File: src/shift_pkg.sv
// Purpose: Shared constants and carriers for the shifting double registers
// Assumes: 40-column rows, AXI4-Lite register access, one 250 MHz clock
// Notes: Register offsets are byte addresses
//
// How it works
// - Clears and gates are used as fixed pairs, one clear per gate except the memory entry gate.
// - Four clears on the first double register (two to all ones, two to zeros); three on the second, one to ones.
// - Each double register has 40-column upper and lower rows, four gates.
// - First pair right-shift-down gate moves upper into accumulator one right.
// - First pair left-shift-down gate moves upper into accumulator one left.
// - Copy-up gate copies lower row into upper row, unshifted.
// - Second pair shift gates move upper into arithmetic row, one right or left.
// - Entry gate loads the adder sum word into the first upper row.
// - Memory entry gate loads a memory word straight into the arithmetic row.
// - Second upper row has no clear to ones, only clear to zeros.
// - Tape words enter the accumulator serially at its least significant end.
// - Every memory store takes its data from the accumulator row.
// - Accumulator holds operands and receives sums and product high part.
// - Gating both element sides copies the source without a prior clear.
// - A gate acts only while its timing strobe is also active.
// - Each element side is driven by at most one gate; the arithmetic row's sides also take the memory entry gate.
// - Second pair shifts in lockstep with every shift of the first pair.
package shift_pkg;
    localparam int ROW_W = 40;
    localparam int HI_W = ROW_W - 32;
    localparam int ADDR_W = 8;
    localparam int PAIRS = 5;

    // ----------------------------------------
    // Register map
    // ----------------------------------------
    localparam logic [ADDR_W-1:0] OFS_CTRL = 8'h00;
    localparam logic [ADDR_W-1:0] OFS_CMD = 8'h04;
    localparam logic [ADDR_W-1:0] OFS_STATUS = 8'h08;
    localparam logic [ADDR_W-1:0] OFS_ACC_LO = 8'h10;
    localparam logic [ADDR_W-1:0] OFS_ACC_HI = 8'h14;
    localparam logic [ADDR_W-1:0] OFS_UP1_LO = 8'h18;
    localparam logic [ADDR_W-1:0] OFS_UP1_HI = 8'h1c;
    localparam logic [ADDR_W-1:0] OFS_ARITH_LO = 8'h20;
    localparam logic [ADDR_W-1:0] OFS_ARITH_HI = 8'h24;
    localparam logic [ADDR_W-1:0] OFS_UP2_LO = 8'h28;
    localparam logic [ADDR_W-1:0] OFS_UP2_HI = 8'h2c;
    localparam int CTRL_DIRECT = 0;
    localparam int STAT_UNPAIRED = 0;
    localparam int STAT_COLLIDE = 1;
    localparam logic [1:0] RESP_OKAY = 2'h0;
    localparam logic [1:0] RESP_SLVERR = 2'h2;
    localparam logic [ROW_W-1:0] ROW_RESET = '0;
    // Pair slots in the armed vector
    localparam int P_ENTRY = 0;
    localparam int P_COPY1 = 1;
    localparam int P_RIGHT = 2;
    localparam int P_LEFT = 3;
    localparam int P_COPY2 = 4;

    // ----------------------------------------
    // Carriers
    // ----------------------------------------
    typedef struct packed {
        logic entry_paired_clear;
        logic copy_up_paired_clear;
        logic right_shift_paired_clear;
        logic left_shift_paired_clear;
        logic arith_copy_up_clear;
        logic sum_entry_gate;
        logic acc_copy_up_gate;
        logic acc_right_shift_down_gate;
        logic acc_left_shift_down_gate;
        logic arith_copy_up_gate;
        logic memory_entry_gate;
    } seq_cmd_t;
    localparam int CMD_W = $bits(seq_cmd_t);

    typedef struct packed {
        logic clr_up_ones;
        logic clr_up_zeros;
        logic clr_lo_zeros;
        logic clr_lo_ones;
        logic gate_entry;
        logic gate_copy_up;
        logic gate_right;
        logic gate_left;
    } dreg_cmd_t;

    typedef struct packed {
        logic ctrl_direct;
        seq_cmd_t sw_cmd;
        logic [PAIRS-1:0] armed;
        logic unpaired;
        logic collide;
        logic aw_held;
        logic [ADDR_W-1:0] awaddr;
        logic w_held;
        logic [31:0] wdata;
        logic [3:0] wstrb;
        logic bvalid;
        logic [1:0] bresp;
        logic rvalid;
        logic [31:0] rdata;
        logic [1:0] rresp;
        logic store_valid;
        logic [ROW_W-1:0] store_data;
    } top_state_t;
endpackage

File: src/double_reg.sv
// Purpose: One double register, upper and lower rows with paired clears and gates
// Assumes: Commands come from logic on the same clock
// Notes: Gate polarity is opposite to the clear that precedes it
`timescale 1ns/1ps
module double_reg #(
    parameter int WIDTH = shift_pkg::ROW_W,
    parameter bit UP_ONES = 1'b1,
    parameter bit ENTRY_TO_LOWER = 1'b0
) (
    // Clock and reset
    input wire logic clock_in,
    input wire logic rstn_in,
    // Commands
    input wire shift_pkg::dreg_cmd_t cmd_in,
    input wire logic strobe_in,
    input wire logic direct_in,
    // Data in
    input wire logic [WIDTH-1:0] entry_word_in,
    input wire logic serial_valid_in,
    input wire logic serial_bit_in,
    // Rows
    output logic [WIDTH-1:0] upper_out,
    output logic [WIDTH-1:0] lower_out
);
    import shift_pkg::*;

    typedef struct packed {
        logic [WIDTH-1:0] upper;
        logic [WIDTH-1:0] lower;
    } row_pair_t;

    row_pair_t s;
    row_pair_t next_s;

    // Columns outside mask keep their cleared value (vacated shift column)
    function automatic logic [WIDTH-1:0] merge(input logic [WIDTH-1:0] dst, input logic [WIDTH-1:0] src,
                                               input logic [WIDTH-1:0] mask, input logic ones, input logic dir);
        if (dir) begin
            merge = (dst & ~mask) | (src & mask);
        end else if (ones) begin
            merge = dst | (src & mask);
        end else begin
            merge = dst & (src | ~mask);
        end
    endfunction

    localparam logic [WIDTH-1:0] ALL = '1;

    always_comb begin
        next_s = s;
        // Upper clears: ones side, then zeros side
        if (cmd_in.clr_up_ones && UP_ONES) begin
            next_s.upper = '1;
        end
        if (cmd_in.clr_up_zeros) begin
            next_s.upper = '0;
        end
        if (cmd_in.clr_lo_zeros) begin
            next_s.lower = '0;
        end
        if (cmd_in.clr_lo_ones) begin
            next_s.lower = '1;
        end
        // One gate per element side, except lower-row entry and direct_in, which gate both sides; strobe bounds every gate
        if (strobe_in) begin
            if (cmd_in.gate_copy_up) begin
                next_s.upper = merge(next_s.upper, s.lower, ALL, 1'b1, direct_in);
            end
            if (cmd_in.gate_entry && !ENTRY_TO_LOWER) begin
                next_s.upper = merge(next_s.upper, entry_word_in, ALL, 1'b0, direct_in);
            end
            if (cmd_in.gate_right) begin
                next_s.lower = merge(next_s.lower, {1'b0, s.upper[WIDTH-1:1]}, {1'b0, ALL[WIDTH-2:0]},
                                     1'b1, direct_in);
            end
            if (cmd_in.gate_left) begin
                next_s.lower = merge(next_s.lower, {s.upper[WIDTH-2:0], 1'b0}, {ALL[WIDTH-2:0], 1'b0},
                                     1'b0, direct_in);
            end
            if (cmd_in.gate_entry && ENTRY_TO_LOWER) begin
                // Both element sides gated, so no clear is needed
                next_s.lower = entry_word_in;
            end
        end
        if (serial_valid_in) begin
            next_s.lower = {next_s.lower[WIDTH-2:0], serial_bit_in};
        end
        if (!rstn_in) begin
            next_s = '0;
        end
    end

    always_ff @(posedge clock_in) begin
        s <= next_s;
    end

    assign upper_out = s.upper;
    assign lower_out = s.lower;
endmodule // double_reg

File: src/shifting_register_gating.sv
// Purpose: Accumulator and arithmetic double registers with AXI4-Lite access
// Assumes: Sequencer, adder, tape and memory logic share clock_in
// Notes: Software commands act as one-cycle strobed actions
`timescale 1ns/1ps
module shifting_register_gating (
    // Clock and reset
    input wire logic clock_in,
    input wire logic rstn_in,
    // Sequencer
    input wire shift_pkg::seq_cmd_t seq_cmd_in,
    input wire logic gate_strobe_in,
    // Data sources
    input wire logic [shift_pkg::ROW_W-1:0] sum_word_in,
    input wire logic [shift_pkg::ROW_W-1:0] memory_word_in,
    input wire logic tape_valid_in,
    input wire logic tape_bit_in,
    input wire logic store_strobe_in,
    // Data out
    output logic [shift_pkg::ROW_W-1:0] accumulator_row_out,
    output logic [shift_pkg::ROW_W-1:0] arithmetic_row_out,
    output logic mem_write_out,
    output logic [shift_pkg::ROW_W-1:0] mem_data_out,
    // AXI4-Lite write
    input wire logic [shift_pkg::ADDR_W-1:0] s_axi_awaddr,
    input wire logic s_axi_awvalid,
    output logic s_axi_awready,
    input wire logic [31:0] s_axi_wdata,
    input wire logic [3:0] s_axi_wstrb,
    input wire logic s_axi_wvalid,
    output logic s_axi_wready,
    output logic [1:0] s_axi_bresp,
    output logic s_axi_bvalid,
    input wire logic s_axi_bready,
    // AXI4-Lite read
    input wire logic [shift_pkg::ADDR_W-1:0] s_axi_araddr,
    input wire logic s_axi_arvalid,
    output logic s_axi_arready,
    output logic [31:0] s_axi_rdata,
    output logic [1:0] s_axi_rresp,
    output logic s_axi_rvalid,
    input wire logic s_axi_rready
);
    import shift_pkg::*;

    top_state_t s;
    top_state_t next_s;
    seq_cmd_t eff;
    logic eff_strobe;
    dreg_cmd_t cmd1;
    dreg_cmd_t cmd2;
    logic [ROW_W-1:0] upper1;
    logic [ROW_W-1:0] acc;
    logic [ROW_W-1:0] upper2;
    logic [ROW_W-1:0] arith;
    logic [PAIRS-1:0] clr_vec;
    logic [PAIRS-1:0] gate_vec;
    logic wr_go;
    logic [31:0] wmask;
    logic [31:0] rd_word;
    logic rd_hit;

    // ----------------------------------------
    // Command merge and mapping
    // ----------------------------------------
    // Software actions carry their own strobe for one cycle
    assign eff = seq_cmd_in | s.sw_cmd;
    assign eff_strobe = gate_strobe_in | (|s.sw_cmd);

    always_comb begin
        // Fixed pairs: entry/ones, copy-up/zeros, right/zeros, left/ones
        cmd1.clr_up_ones = eff.entry_paired_clear;
        cmd1.clr_up_zeros = eff.copy_up_paired_clear;
        cmd1.clr_lo_zeros = eff.right_shift_paired_clear;
        cmd1.clr_lo_ones = eff.left_shift_paired_clear;
        cmd1.gate_entry = eff.sum_entry_gate;
        cmd1.gate_copy_up = eff.acc_copy_up_gate;
        cmd1.gate_right = eff.acc_right_shift_down_gate;
        cmd1.gate_left = eff.acc_left_shift_down_gate;
        // Second pair follows every shift of the first
        cmd2.clr_up_ones = 1'b0;
        cmd2.clr_up_zeros = eff.arith_copy_up_clear;
        cmd2.clr_lo_zeros = eff.right_shift_paired_clear;
        cmd2.clr_lo_ones = eff.left_shift_paired_clear;
        cmd2.gate_entry = eff.memory_entry_gate;
        cmd2.gate_copy_up = eff.arith_copy_up_gate;
        cmd2.gate_right = eff.acc_right_shift_down_gate;
        cmd2.gate_left = eff.acc_left_shift_down_gate;
    end

    // ----------------------------------------
    // Double registers
    // ----------------------------------------
    double_reg #(.WIDTH(ROW_W), .UP_ONES(1'b1), .ENTRY_TO_LOWER(1'b0)) first_pair (
        .clock_in(clock_in),
        .rstn_in(rstn_in),
        .cmd_in(cmd1),
        .strobe_in(eff_strobe),
        .direct_in(s.ctrl_direct),
        .entry_word_in(sum_word_in),
        .serial_valid_in(tape_valid_in),
        .serial_bit_in(tape_bit_in),
        .upper_out(upper1),
        .lower_out(acc)
    );

    double_reg #(.WIDTH(ROW_W), .UP_ONES(1'b0), .ENTRY_TO_LOWER(1'b1)) second_double_register (
        .clock_in(clock_in),
        .rstn_in(rstn_in),
        .cmd_in(cmd2),
        .strobe_in(eff_strobe),
        .direct_in(s.ctrl_direct),
        .entry_word_in(memory_word_in),
        .serial_valid_in(1'b0),
        .serial_bit_in(1'b0),
        .upper_out(upper2),
        .lower_out(arith)
    );

    // Accumulator feeds the adder and every store
    assign accumulator_row_out = acc;
    assign arithmetic_row_out = arith;
    assign mem_write_out = s.store_valid;
    assign mem_data_out = s.store_data;

    // ----------------------------------------
    // Pair tracking
    // ----------------------------------------
    assign clr_vec = {eff.arith_copy_up_clear, eff.left_shift_paired_clear, eff.right_shift_paired_clear,
                      eff.copy_up_paired_clear, eff.entry_paired_clear};
    assign gate_vec = {eff.arith_copy_up_gate, eff.acc_left_shift_down_gate, eff.acc_right_shift_down_gate,
                       eff.acc_copy_up_gate, eff.sum_entry_gate} & {PAIRS{eff_strobe}};

    // ----------------------------------------
    // Register read decode
    // ----------------------------------------
    function automatic logic [31:0] hi_word(input logic [ROW_W-1:0] row);
        hi_word = {{(32 - HI_W){1'b0}}, row[ROW_W-1:32]};
    endfunction

    always_comb begin
        rd_hit = 1'b1;
        rd_word = '0;
        if (s_axi_araddr == OFS_CTRL) begin
            rd_word[CTRL_DIRECT] = s.ctrl_direct;
        end else if (s_axi_araddr == OFS_CMD) begin
            rd_word = '0;
        end else if (s_axi_araddr == OFS_STATUS) begin
            rd_word[STAT_UNPAIRED] = s.unpaired;
            rd_word[STAT_COLLIDE] = s.collide;
        end else if (s_axi_araddr == OFS_ACC_LO) begin
            rd_word = acc[31:0];
        end else if (s_axi_araddr == OFS_ACC_HI) begin
            rd_word = hi_word(acc);
        end else if (s_axi_araddr == OFS_UP1_LO) begin
            rd_word = upper1[31:0];
        end else if (s_axi_araddr == OFS_UP1_HI) begin
            rd_word = hi_word(upper1);
        end else if (s_axi_araddr == OFS_ARITH_LO) begin
            rd_word = arith[31:0];
        end else if (s_axi_araddr == OFS_ARITH_HI) begin
            rd_word = hi_word(arith);
        end else if (s_axi_araddr == OFS_UP2_LO) begin
            rd_word = upper2[31:0];
        end else if (s_axi_araddr == OFS_UP2_HI) begin
            rd_word = hi_word(upper2);
        end else begin
            rd_hit = 1'b0;
        end
    end

    // ----------------------------------------
    // Bus handshakes
    // ----------------------------------------
    assign s_axi_awready = !s.aw_held && !s.bvalid;
    assign s_axi_wready = !s.w_held && !s.bvalid;
    assign s_axi_arready = !s.rvalid;
    assign s_axi_bvalid = s.bvalid;
    assign s_axi_bresp = s.bresp;
    assign s_axi_rvalid = s.rvalid;
    assign s_axi_rdata = s.rdata;
    assign s_axi_rresp = s.rresp;
    assign wr_go = s.aw_held && s.w_held;
    assign wmask = {{8{s.wstrb[3]}}, {8{s.wstrb[2]}}, {8{s.wstrb[1]}}, {8{s.wstrb[0]}}};

    // ----------------------------------------
    // Next state
    // ----------------------------------------
    always_comb begin
        next_s = s;
        next_s.sw_cmd = '0;
        // Pairing monitor: a clear arms its gate, the gate consumes it
        next_s.armed = (s.armed | clr_vec) & ~gate_vec;
        if (|(gate_vec & ~s.armed)) begin
            next_s.unpaired = 1'b1;
        end
        if (|(gate_vec & clr_vec)) begin
            next_s.collide = 1'b1;
        end
        // Store data always from the accumulator
        next_s.store_valid = store_strobe_in;
        if (store_strobe_in) begin
            next_s.store_data = acc;
        end
        if (s_axi_awvalid && s_axi_awready) begin
            next_s.aw_held = 1'b1;
            next_s.awaddr = s_axi_awaddr;
        end
        if (s_axi_wvalid && s_axi_wready) begin
            next_s.w_held = 1'b1;
            next_s.wdata = s_axi_wdata;
            next_s.wstrb = s_axi_wstrb;
        end
        if (wr_go) begin
            next_s.aw_held = 1'b0;
            next_s.w_held = 1'b0;
            next_s.bvalid = 1'b1;
            next_s.bresp = RESP_OKAY;
            if (s.awaddr == OFS_CTRL) begin
                if (s.wstrb[0]) begin
                    next_s.ctrl_direct = s.wdata[CTRL_DIRECT];
                end
            end else if (s.awaddr == OFS_CMD) begin
                next_s.sw_cmd = seq_cmd_t'(s.wdata[CMD_W-1:0] & wmask[CMD_W-1:0]);
            end else if (s.awaddr == OFS_STATUS) begin
                // Write one to clear; a same-cycle event keeps the flag
                if (s.wstrb[0] && s.wdata[STAT_UNPAIRED] && !(|(gate_vec & ~s.armed))) begin
                    next_s.unpaired = 1'b0;
                end
                if (s.wstrb[0] && s.wdata[STAT_COLLIDE] && !(|(gate_vec & clr_vec))) begin
                    next_s.collide = 1'b0;
                end
            end else if (s.awaddr == OFS_ACC_LO || s.awaddr == OFS_ACC_HI || s.awaddr == OFS_UP1_LO
                         || s.awaddr == OFS_UP1_HI || s.awaddr == OFS_ARITH_LO || s.awaddr == OFS_ARITH_HI
                         || s.awaddr == OFS_UP2_LO || s.awaddr == OFS_UP2_HI) begin
                next_s.bresp = RESP_OKAY;
            end else begin
                next_s.bresp = RESP_SLVERR;
            end
        end
        if (s.bvalid && s_axi_bready) begin
            next_s.bvalid = 1'b0;
        end
        if (s_axi_arvalid && s_axi_arready) begin
            next_s.rvalid = 1'b1;
            next_s.rdata = rd_word;
            next_s.rresp = rd_hit ? RESP_OKAY : RESP_SLVERR;
        end else if (s.rvalid && s_axi_rready) begin
            next_s.rvalid = 1'b0;
        end
        if (!rstn_in) begin
            next_s = '0;
        end
    end

    always_ff @(posedge clock_in) begin
        s <= next_s;
    end

    logic only_entry_clr;
    logic only_copy_clr;
    logic plain_gate;
    assign only_entry_clr = eff == seq_cmd_t'(11'h400) && !tape_valid_in;
    assign only_copy_clr = eff == seq_cmd_t'(11'h200) && !tape_valid_in;
    assign plain_gate = !s.ctrl_direct && !tape_valid_in && eff_strobe;
endmodule // shifting_register_gating

File: config.mk
export PLATFORM = sky130hd
export DESIGN_NAME = shifting_register_gating
export DESIGN_NICKNAME = d
export VERILOG_FILES = /design/src/shift_pkg.sv /design/src/double_reg.sv /design/src/shifting_register_gating.sv
export SDC_FILE = /design/constraint.sdc
export NUM_CORES = 1
export LEC_CHECK = 0
export BUFFER_PORTS_ARGS = -buffer_cell sky130_fd_sc_hd__buf_2
export CAP_MARGIN = 20
export CORE_UTILIZATION = 40
export CTS_CLUSTER_DIAMETER = 100
export DETAILED_ROUTE_END_ITERATION = 6
export SETUP_SLACK_MARGIN = 0.3
export SLEW_MARGIN = 20
export SYNTH_ARGS = -nofsm -noshare
export SYNTH_HDL_FRONTEND = slang
export SYNTH_HIERARCHICAL = 1
export SYNTH_SLANG_ARGS = --single-unit
File: constraint.sdc
create_clock -name clock_in -period 2.1 [get_ports clock_in]
set_input_delay 0.42 -clock clock_in [delete_from_list [all_inputs] [get_ports clock_in]]
set_output_delay 0.42 -clock clock_in [all_outputs]
set_load 0.01 [all_outputs]
==> PnR_summary.wiki, run 1 <==
{| class="wikitable"
! Metric !! Value
|-
| Outcome || finished, violations left
|-
| Failing checks || slew limit
|-
| Number of warning messages in the yosys log || 6
|-
| Routed length per instance || 23.0 µm
|-
| Number of routed nets with antenna violations || 0
|-
| Total setup violations reported at the end of the flow || 0
|-
| Number of non-filler instances in the completed layout || roughly 2900
|-
| Maximum clock frequency || 524 MHz
|-
| Area added between synthesis and finish || 26.9%
|-
| Violation count after the first detailed-route iteration || around 1700
|-
| Top-area cell type share of the netlist area || about a third
|-
| Synthesized area per cell || around 8.1 µm²
|-
| Reg clk slew, reported paths || roughly 0.06 ns
|-
| HP Class || primary input to register
|-
| Total power of the final layout || roughly 15000 µW
|-
| Total negative slack for setup checks || 0 ns
|-
| Remaining max-slew budget at the tightest pin || -20.7%
|-
| Placeable core region || about 42000 µm²
|-
| Total I/O pin count || 316
|-
| H-Tree Depth || 2
|-
| Depth of the worst register-to-register path || 9
|-
| Layout cells sized above 1 || 30.7%
|-
| # clock sinks || around 280
|-
| Via count || 17359
|-
| DP HPWL || 41100 µm
|-
| Number of max-cap violations || 0
|-
| Worst hold margin || ~0.11 ns
|-
| Layout Utilization || approximately half
|-
| Biggest area consumer among synthesized cells || dfxtp_1
|-
| Critical Setup Path Class || register to register
|-
| Starting Density || between 40% and 50%
|-
| LEAKAGE || just under 0.009 µW
|-
| Max Fanout on Critical Path || 10
|-
| Portion of the post-synthesis area used by sequential elements || 33.0%
|-
| Unique masters post-synth || just over 80
|-
| Total of buffers placed on input and output ports || 290
|-
| Cell count after placement || approximately 2700
|-
| Final count of pins violating max slew || 40
|-
| Number of global-route vias before repair || 16271
|-
| Post-synth top cells || 280 x nand2_1, 279 x dfxtp_1, 127 x a21oi_1, 120 x nand3_1, 105 x nor2_1
|-
| Setup Skew || 0.0112 ns
|-
| Die W || a little over 200 µm
|-
| Hold Fails Final Rpt || 0
|-
| Post-synth ARST share || 0%
|-
| Count of unresolved DRC violations after routing || 0
|-
| Full die area || between 40000 and 50000 µm²
|-
| Largest net degree at the start of global routing || 75
|-
| Startpoint kind of the worst setup timing path || register
|-
| Final WL || roughly 66000 µm
|-
| Number of core rows || 75
|-
| Number of clock buffers inserted by TritonCTS || 35
|-
| CP required || 2.58 ns
|-
| Final RePlAce weighted congestion || between 0.8 and 0.9
|-
| Number of instances in the synthesized netlist || around 2100
|-
| Number of enable-type register cells in the synthesized netlist || 0
|-
| Worst-Margin Slew || between 1.5 and 2 ns
|-
| Most instantiated library cell after synthesis || nand2_1
|-
| First-pass GRT wire length || ~95000 µm
|-
| Maximum count of clock buffers along a single path || 3
|-
| Final critical-path share of the clock period || between 90% and 100%
|-
| Min Tclk post-route || approximately 1.9 ns
|-
| Global-route congestion overflow total || 0
|-
| First-pass DRT Iterations || 6
|-
| Setup repair after global routing missed its margin || yes
|-
| Number of nets in the layout || 2454
|-
| Arr. time, crit path || about 2.4 ns
|-
| Via/cell ratio || between 6 and 7
|-
| Depth of the worst hold-timing path || 3
|-
| Largest cells by area after synthesis || dfxtp_1 33%, nand2_1 6.2%, a22oi_1 4.3%
|-
| Flop and latch count out of synthesis || 279
|-
| Sort of element at the end of the critical path || register
|-
| Number of antenna violations at the first check in global routing || 9
|-
| Buffer cell driving the clock tree root || clkbuf_16
|-
| Netlist area before placement || 16900 µm²
|-
| Peak supply drop || about 0.00057 V
|-
| Clock latency reported for the late side of the worst-skew pair || between 0.5 and 0.6 ns
|-
| Power density cells || between 700 and 800 nW/µm²
|-
| CTS tree || built
|-
| Die Ht || about 210 µm
|-
| GRT Total Usage || between 20% and 30%
|-
| Top FF cell, synth || dfxtp_1
|}
[state kept, by name (all words and copies together) (netlist names)]
| register | cells |
|---|---|
| first_pair/lower_out | 40 |
| first_pair/upper_out | 40 |
| mem_data_out | 40 |
| mem_write_out | 1 |
| s | 42 |
| s_axi_bresp | 1 |
| s_axi_bvalid | 1 |
| s_axi_rdata | 32 |
| s_axi_rresp | 1 |
| s_axi_rvalid | 1 |
| second_double_register/lower_out | 40 |
| second_double_register/upper_out | 40 |
[final timing paths]
check                                     from                             endpoint  slack, ns
worst min-delay path            s_axi_wdata[8]                                s[91]       0.11
worst max-delay path                    s[134]  second_double_register/upper_out[5]       0.19
worst max register to register          s[134]  second_double_register/upper_out[5]       0.19
worst min register to register           s[93]                               s[142]       0.43
[per-stage QoR]
step	worst slack, ns	instance area (µm²)
floorplan	0.307	17000
global placement	0.00587	18600
detailed placement	-0.0108	18600
CTS	0.205	20400
global route	0.139	21500
finish	0.193	21500
[repair_timing]
action | 4_1_cts | 5_1_grt
hold buffers | 0 | 0
gates cloned | 11 | 18
endpoints found under the hold margin | 0 | 0
gates resized for setup | 62 | 125
buffers inserted | 16 | 9
setup endpoints to repair | 152 | 157
pin swaps | 40 | 101
[routing by layer]
layer | part of all wire [%] | track usage, % | up-vias | wire length [µm]
li1 | - | - | 7943 | -
met1 | 42 | 36.2 | 8377 | 27700
met2 | 45 | 44.5 | 874 | 30000
met3 | 8.8 | 6.31 | 159 | 5850
met4 | 3.8 | 11.9 | 6 | 2520
met5 | 0.057 | 0 | - | 38
[area by class of cell]
| type | count | area, µm² |
|---|---|---|
| Antenna cell | 6 | 15.0 |
| Clock buffer | 51 | 1070 |
| Clock inverter | 11 | 91.3 |
| Fill cell | 3917 | 20400 |
| Inverter | 56 | 224 |
| Multi-Input combinational cell | 1494 | 10300 |
| Sequential cell | 279 | 5590 |
| Tap cell | 539 | 674 |
| Timing Repair Buffer | 434 | 3520 |
[power breakdown]
part	internal (µW)	leakage (µW)	switching (µW)
clock network	3650	0.000569	2460
logic	1270	0.00608	1600
registers	5600	0.00229	465
[worst max-delay path: stages, from the launching register on]
cell,delay (ns)
dfxtp_2,0.33
nor4_4,0.33
nand3_4,0.16
buf_6,0.15
and2_4,0.14
a21oi_4,0.21
buf_12,0.17
buf_12,0.17
a22oi_2,0.06
nor2b_1,0.12
[placed cells by master, fill, tap and decap left out, types with 62 or more instances in the layout]
master	n
buf_2	290
nand2_1	280
dfxtp_1	274
nand3_1	114
nor2_1	104
nor2b_1	98
a22oi_1	95
a21oi_1	74
buf_4	64
o22ai_1	62
[cell families (layout without fill, tap and decap cells)]
family	Yosys count	after routing	share of synthesized area, %
AND/OR/NAND/NOR	791	794	24.2
AO/OA/AOI/OAI	638	638	28.4
buffers and inverters	328	552	10.6
flip-flops	279	279	33.0
multiplexers	55	55	3.79
other	1	13	0.0221
No activity file was read; power rests on OpenSTA's default activity.
==> run 2: changes to the inputs <==
--- a/config.mk
+++ b/config.mk
@@ -5,11 +5,11 @@
 export SDC_FILE = /design/constraint.sdc
 export NUM_CORES = 1
 export LEC_CHECK = 0
-export BUFFER_PORTS_ARGS = -buffer_cell sky130_fd_sc_hd__buf_2
 export CAP_MARGIN = 20
 export CORE_UTILIZATION = 40
 export CTS_CLUSTER_DIAMETER = 100
 export DETAILED_ROUTE_END_ITERATION = 6
+export DONT_BUFFER_PORTS = 1
 export SETUP_SLACK_MARGIN = 0.3
 export SLEW_MARGIN = 20
 export SYNTH_ARGS = -nofsm -noshare
==> run 2 against run 1 <==
Against the previous run: the flow still finishes with violations (slew limit); sequential cell count did not move; die area did not move; sequential power up 2%; sequential share of layout area is 2.2 points higher; count of clock-buffer cells in the layout fell by 5; register-to-register slack improved by 0.02 ns; final area is 7.7% lower; utilization fell by 4.0 points; critical path depth down 1; wire length fell by 2.2%; clock skew increased by 0.0012 ns; worst hold slack lost 0.096 ns; critical endpoint is now second_double_register/lower_out[39]; largest cell class unchanged; largest power group unchanged.
==> PnR_summary.wiki, run 2 (same netlist as run 1, synthesis figures left out) <==
{| class="wikitable"
! Metric !! Value
|-
| Sort of element at the end of the critical path || register
|-
| Placeable core region || 41900 µm² (unchanged)
|-
| Top register by number of flip-flops || s
|-
| Maximum count of clock buffers along a single path || 3 (unchanged)
|-
| Worst setup path startpoint || s[134]
|-
| Final WL || 64700 µm (-2.2%)
|-
| R2R Path Start || s[134]
|-
| Total I/O pin count || 316 (unchanged)
|-
| HP Class || primary input to register
|-
| CTS tree || built
|-
| Failing checks || slew limit
|-
| Die W || 208 µm (unchanged)
|-
| DP HPWL || 39700 µm (-3.4%)
|-
| Final count of pins violating max slew || 40 (unchanged)
|-
| Via/cell ratio || 6.35 (+5.0%)
|-
| Area added between synthesis and finish || 17.0%
|-
| Setup slack after placement || 0.0853 ns (+0.0961 ns)
|-
| Depth of the worst register-to-register path || 8 (-1)
|-
| Largest net degree at the start of global routing || 80 (+6.7%)
|-
| Number of global-route vias before repair || 14666 (-9.9%)
|-
| Critical Setup Path Class || register to register
|-
| Layout cells sized above 1 || 18.3% (-12 points)
|-
| Total of buffers placed on input and output ports || 0 (-100%)
|-
| Hold Fails Final Rpt || 0 (unchanged)
|-
| Arr. time, crit path || 2.35 ns (-0.04 ns)
|-
| Maximum clock frequency || 529 MHz (+0.83%)
|-
| First-pass DRT Iterations || 6 (unchanged)
|-
| Via count || 16159 (-6.9%)
|-
| Max Fanout on Critical Path || 4 (-6)
|-
| Final RePlAce weighted congestion || 0.890 (-0.37%)
|-
| Remaining max-slew budget at the tightest pin || -22.3% (-1.6 points)
|-
| Setup slack after layout || 0.209 ns (+0.0158 ns)
|-
| Worst hold margin || 0.0169 ns (-0.0959 ns)
|-
| First-pass GRT wire length || 91600 µm (-3.8%)
|-
| Number of clock buffers inserted by TritonCTS || 36 (+2.9%)
|-
| Full die area || 43200 µm² (unchanged)
|-
| Clock latency reported for the late side of the worst-skew pair || 0.55 ns (about the same)
|-
| Power density cells || 763 nW/µm² (+8.9%)
|-
| Proportion of power drawn by combinational gates || 15.1% (-4.0 points)
|-
| Number of max-cap violations || 0 (unchanged)
|-
| LEAKAGE || 0.00743 µW (-17%)
|-
| Endpoint of the worst-slack reg-to-reg timing path || second_double_register/lower_out[39]
|-
| Layout fillers || 3946 (+0.74%)
|-
| Count of unresolved DRC violations after routing || 0 (unchanged)
|-
| Setup repair after global routing missed its margin || yes
|-
| Die Ht || 208 µm (unchanged)
|-
| Number of flip-flops under the largest register name || 42 (unchanged)
|-
| Total negative slack for setup checks || 0 ns (unchanged)
|-
| H-Tree Depth || 2 (unchanged)
|-
| Number of nets in the layout || 2134 (-13%)
|-
| Clock power frac || 44.0% (+3.4 points)
|-
| Final critical-path share of the clock period || 90.1% (-0.75 points)
|-
| Worst Setup EP || second_double_register/lower_out[39]
|-
| Sequential power share || 40.9% (+0.6 points)
|-
| Setup Skew || 0.0124 ns (+0.00117 ns)
|-
| Startpoint kind of the worst setup timing path || register
|-
| Global-route congestion overflow total || 0 (unchanged)
|-
| Number of routed nets with antenna violations || 0 (unchanged)
|-
| Total setup violations reported at the end of the flow || 0 (unchanged)
|-
| Routed length per instance || 25.4 µm (+10%)
|-
| Antenna diode count || 0 (-6)
|-
| Number of core rows || 75 (unchanged)
|-
| Reg clk slew, reported paths || 0.06 ns (about the same)
|-
| Number of antenna violations at the first check in global routing || 1 (-8)
|-
| CP required || 2.55 ns (-0.03 ns)
|-
| Net switching power figure || 4440 µW (-1.9%)
|-
| Internal Pwr Total || 10700 µW (+1.5%)
|-
| Buffer cell driving the clock tree root || clkbuf_16
|-
| Switching share of power || 29.4% (-0.70 points)
|-
| Commonest non-fill, non-tap cell in the layout || nand2_1
|-
| Starting Density || 40.5% (unchanged)
|-
| Min Tclk post-route || 1.89 ns (-0.0158 ns)
|-
| Peak supply drop || 0.000606 V (+7.2%)
|-
| Violation count after the first detailed-route iteration || 1541 (-10%)
|-
| Outcome || finished, violations left
|-
| # clock sinks || 279 (unchanged)
|-
| GRT Total Usage || 27.1% (-0.78 points)
|-
| Worst-Margin Slew || 1.83 ns (+0.0239 ns)
|-
| Setup slack of the most critical reg-to-reg path || 0.21 ns (+0.02 ns)
|-
| Leading cell types in the layout, fill and taps excluded || 280 x nand2_1, 275 x dfxtp_1, 107 x nand3_1, 102 x nor2_1, 99 x a21oi_1
|}
run 2: cell types whose count changed in the layout (fill, tap and decap cells not counted), moves of 8 or more:
| cell | delta |
|---|---|
| a211oi_1 | +20 |
| o311ai_1 | -19 |
| a21oi_1 | +25 |
| buf_4 | -36 |
| buf_2 | -290 |
| dlygate4sd3_1 | +21 |
| a211oi_4 | -11 |
| o221ai_1 | -14 |
| o21ai_2 | -8 |
| o311ai_2 | +17 |
| a211oi_2 | -9 |
| a21oi_2 | -27 |
run 2: how the worst min path moves through the flow:
| stage | start | endpoint | slack (ns) | cells past startpoint |
|---|---|---|---|---|
| 2_1_floorplan | s[91] | s[140] | 0.41 | 2 |
| 3_3_place_gp | s[93] | s[142] | 0.42 | 2 |
| 3_5_place_dp | s[91] | s[140] | 0.42 | 2 |
| 4_1_cts | s_axi_wdata[0] | s[83] | 0.002 | 2 |
| 5_1_grt | rstn_in | second_double_register/upper_out[18] | 0.02 | 1 |
| 6_report | s_axi_awaddr[2] | s[118] | 0.02 | 2 |
run 2: layer usage:
layer | global-route usage (%) | up-vias | wire length [µm]
li1 | - | 7292 | -
met1 | 34.2 | 7827 | 25700
met2 | 43.5 | 870 | 29600
met3 | 7.79 | 168 | 6700
met4 | 11.1 | 2 | 2650
met5 | 0 | - | 13
run 2: final cells by class:
| cell class | count | area [µm²] | area share, % |
|---|---|---|---|
| multi-input cells | 1494 | 10400 | 52.5 |
| flip-flops and latches | 279 | 5590 | 28.2 |
| repair buffers | 113 | 1680 | 8.47 |
| clock buffers | 46 | 990 | 4.99 |
| well taps | 539 | 674 | 3.40 |
| clock inverters | 17 | 256 | 1.29 |
| inverters | 56 | 224 | 1.13 |
run 2: stage by stage:
step,instance area (µm²),power (µW),utilization (%),cells
5_1_grt,19800,15600,47.4,2544
3_3_place_gp,16700,8040,40.0,2413
6_report,19800,15100,47.4,2544
2_1_floorplan,17000,7600,-,2098
3_5_place_dp,16700,8090,40.0,2413
4_1_cts,18600,14900,44.3,2513
run 2: power groups by stage:
stage	clock network (µW)	registers, µW	logic (µW)
after floorplan	0	6010	1590
after global routing	6950	6220	2450
final	6650	6190	2280
after CTS	6760	6180	1920
after global placement	0	6300	1740
after detailed placement	0	6300	1790
run 2: what timing repair did:
| item | CTS | global route |
|---|---|---|
| cloned | 6 | 17 |
| endpoints found under the hold margin | 20 | 0 |
| resized for setup | 32 | 150 |
| setup endpoints to repair | 147 | 159 |
| hold buffers | 21 | 0 |
| setup buffers | 10 | 14 |
| pin swaps | 5 | 84 |
run 2: worst max-delay path, cell delays in order (launching register included):
cell      delay (ns)
dfxtp_2         0.33
nor4_4          0.32
nand3_4         0.17
buf_6           0.17
buf_6           0.12
buf_6           0.12
a221oi_2        0.24
a21oi_1         0.10
a32o_1          0.22
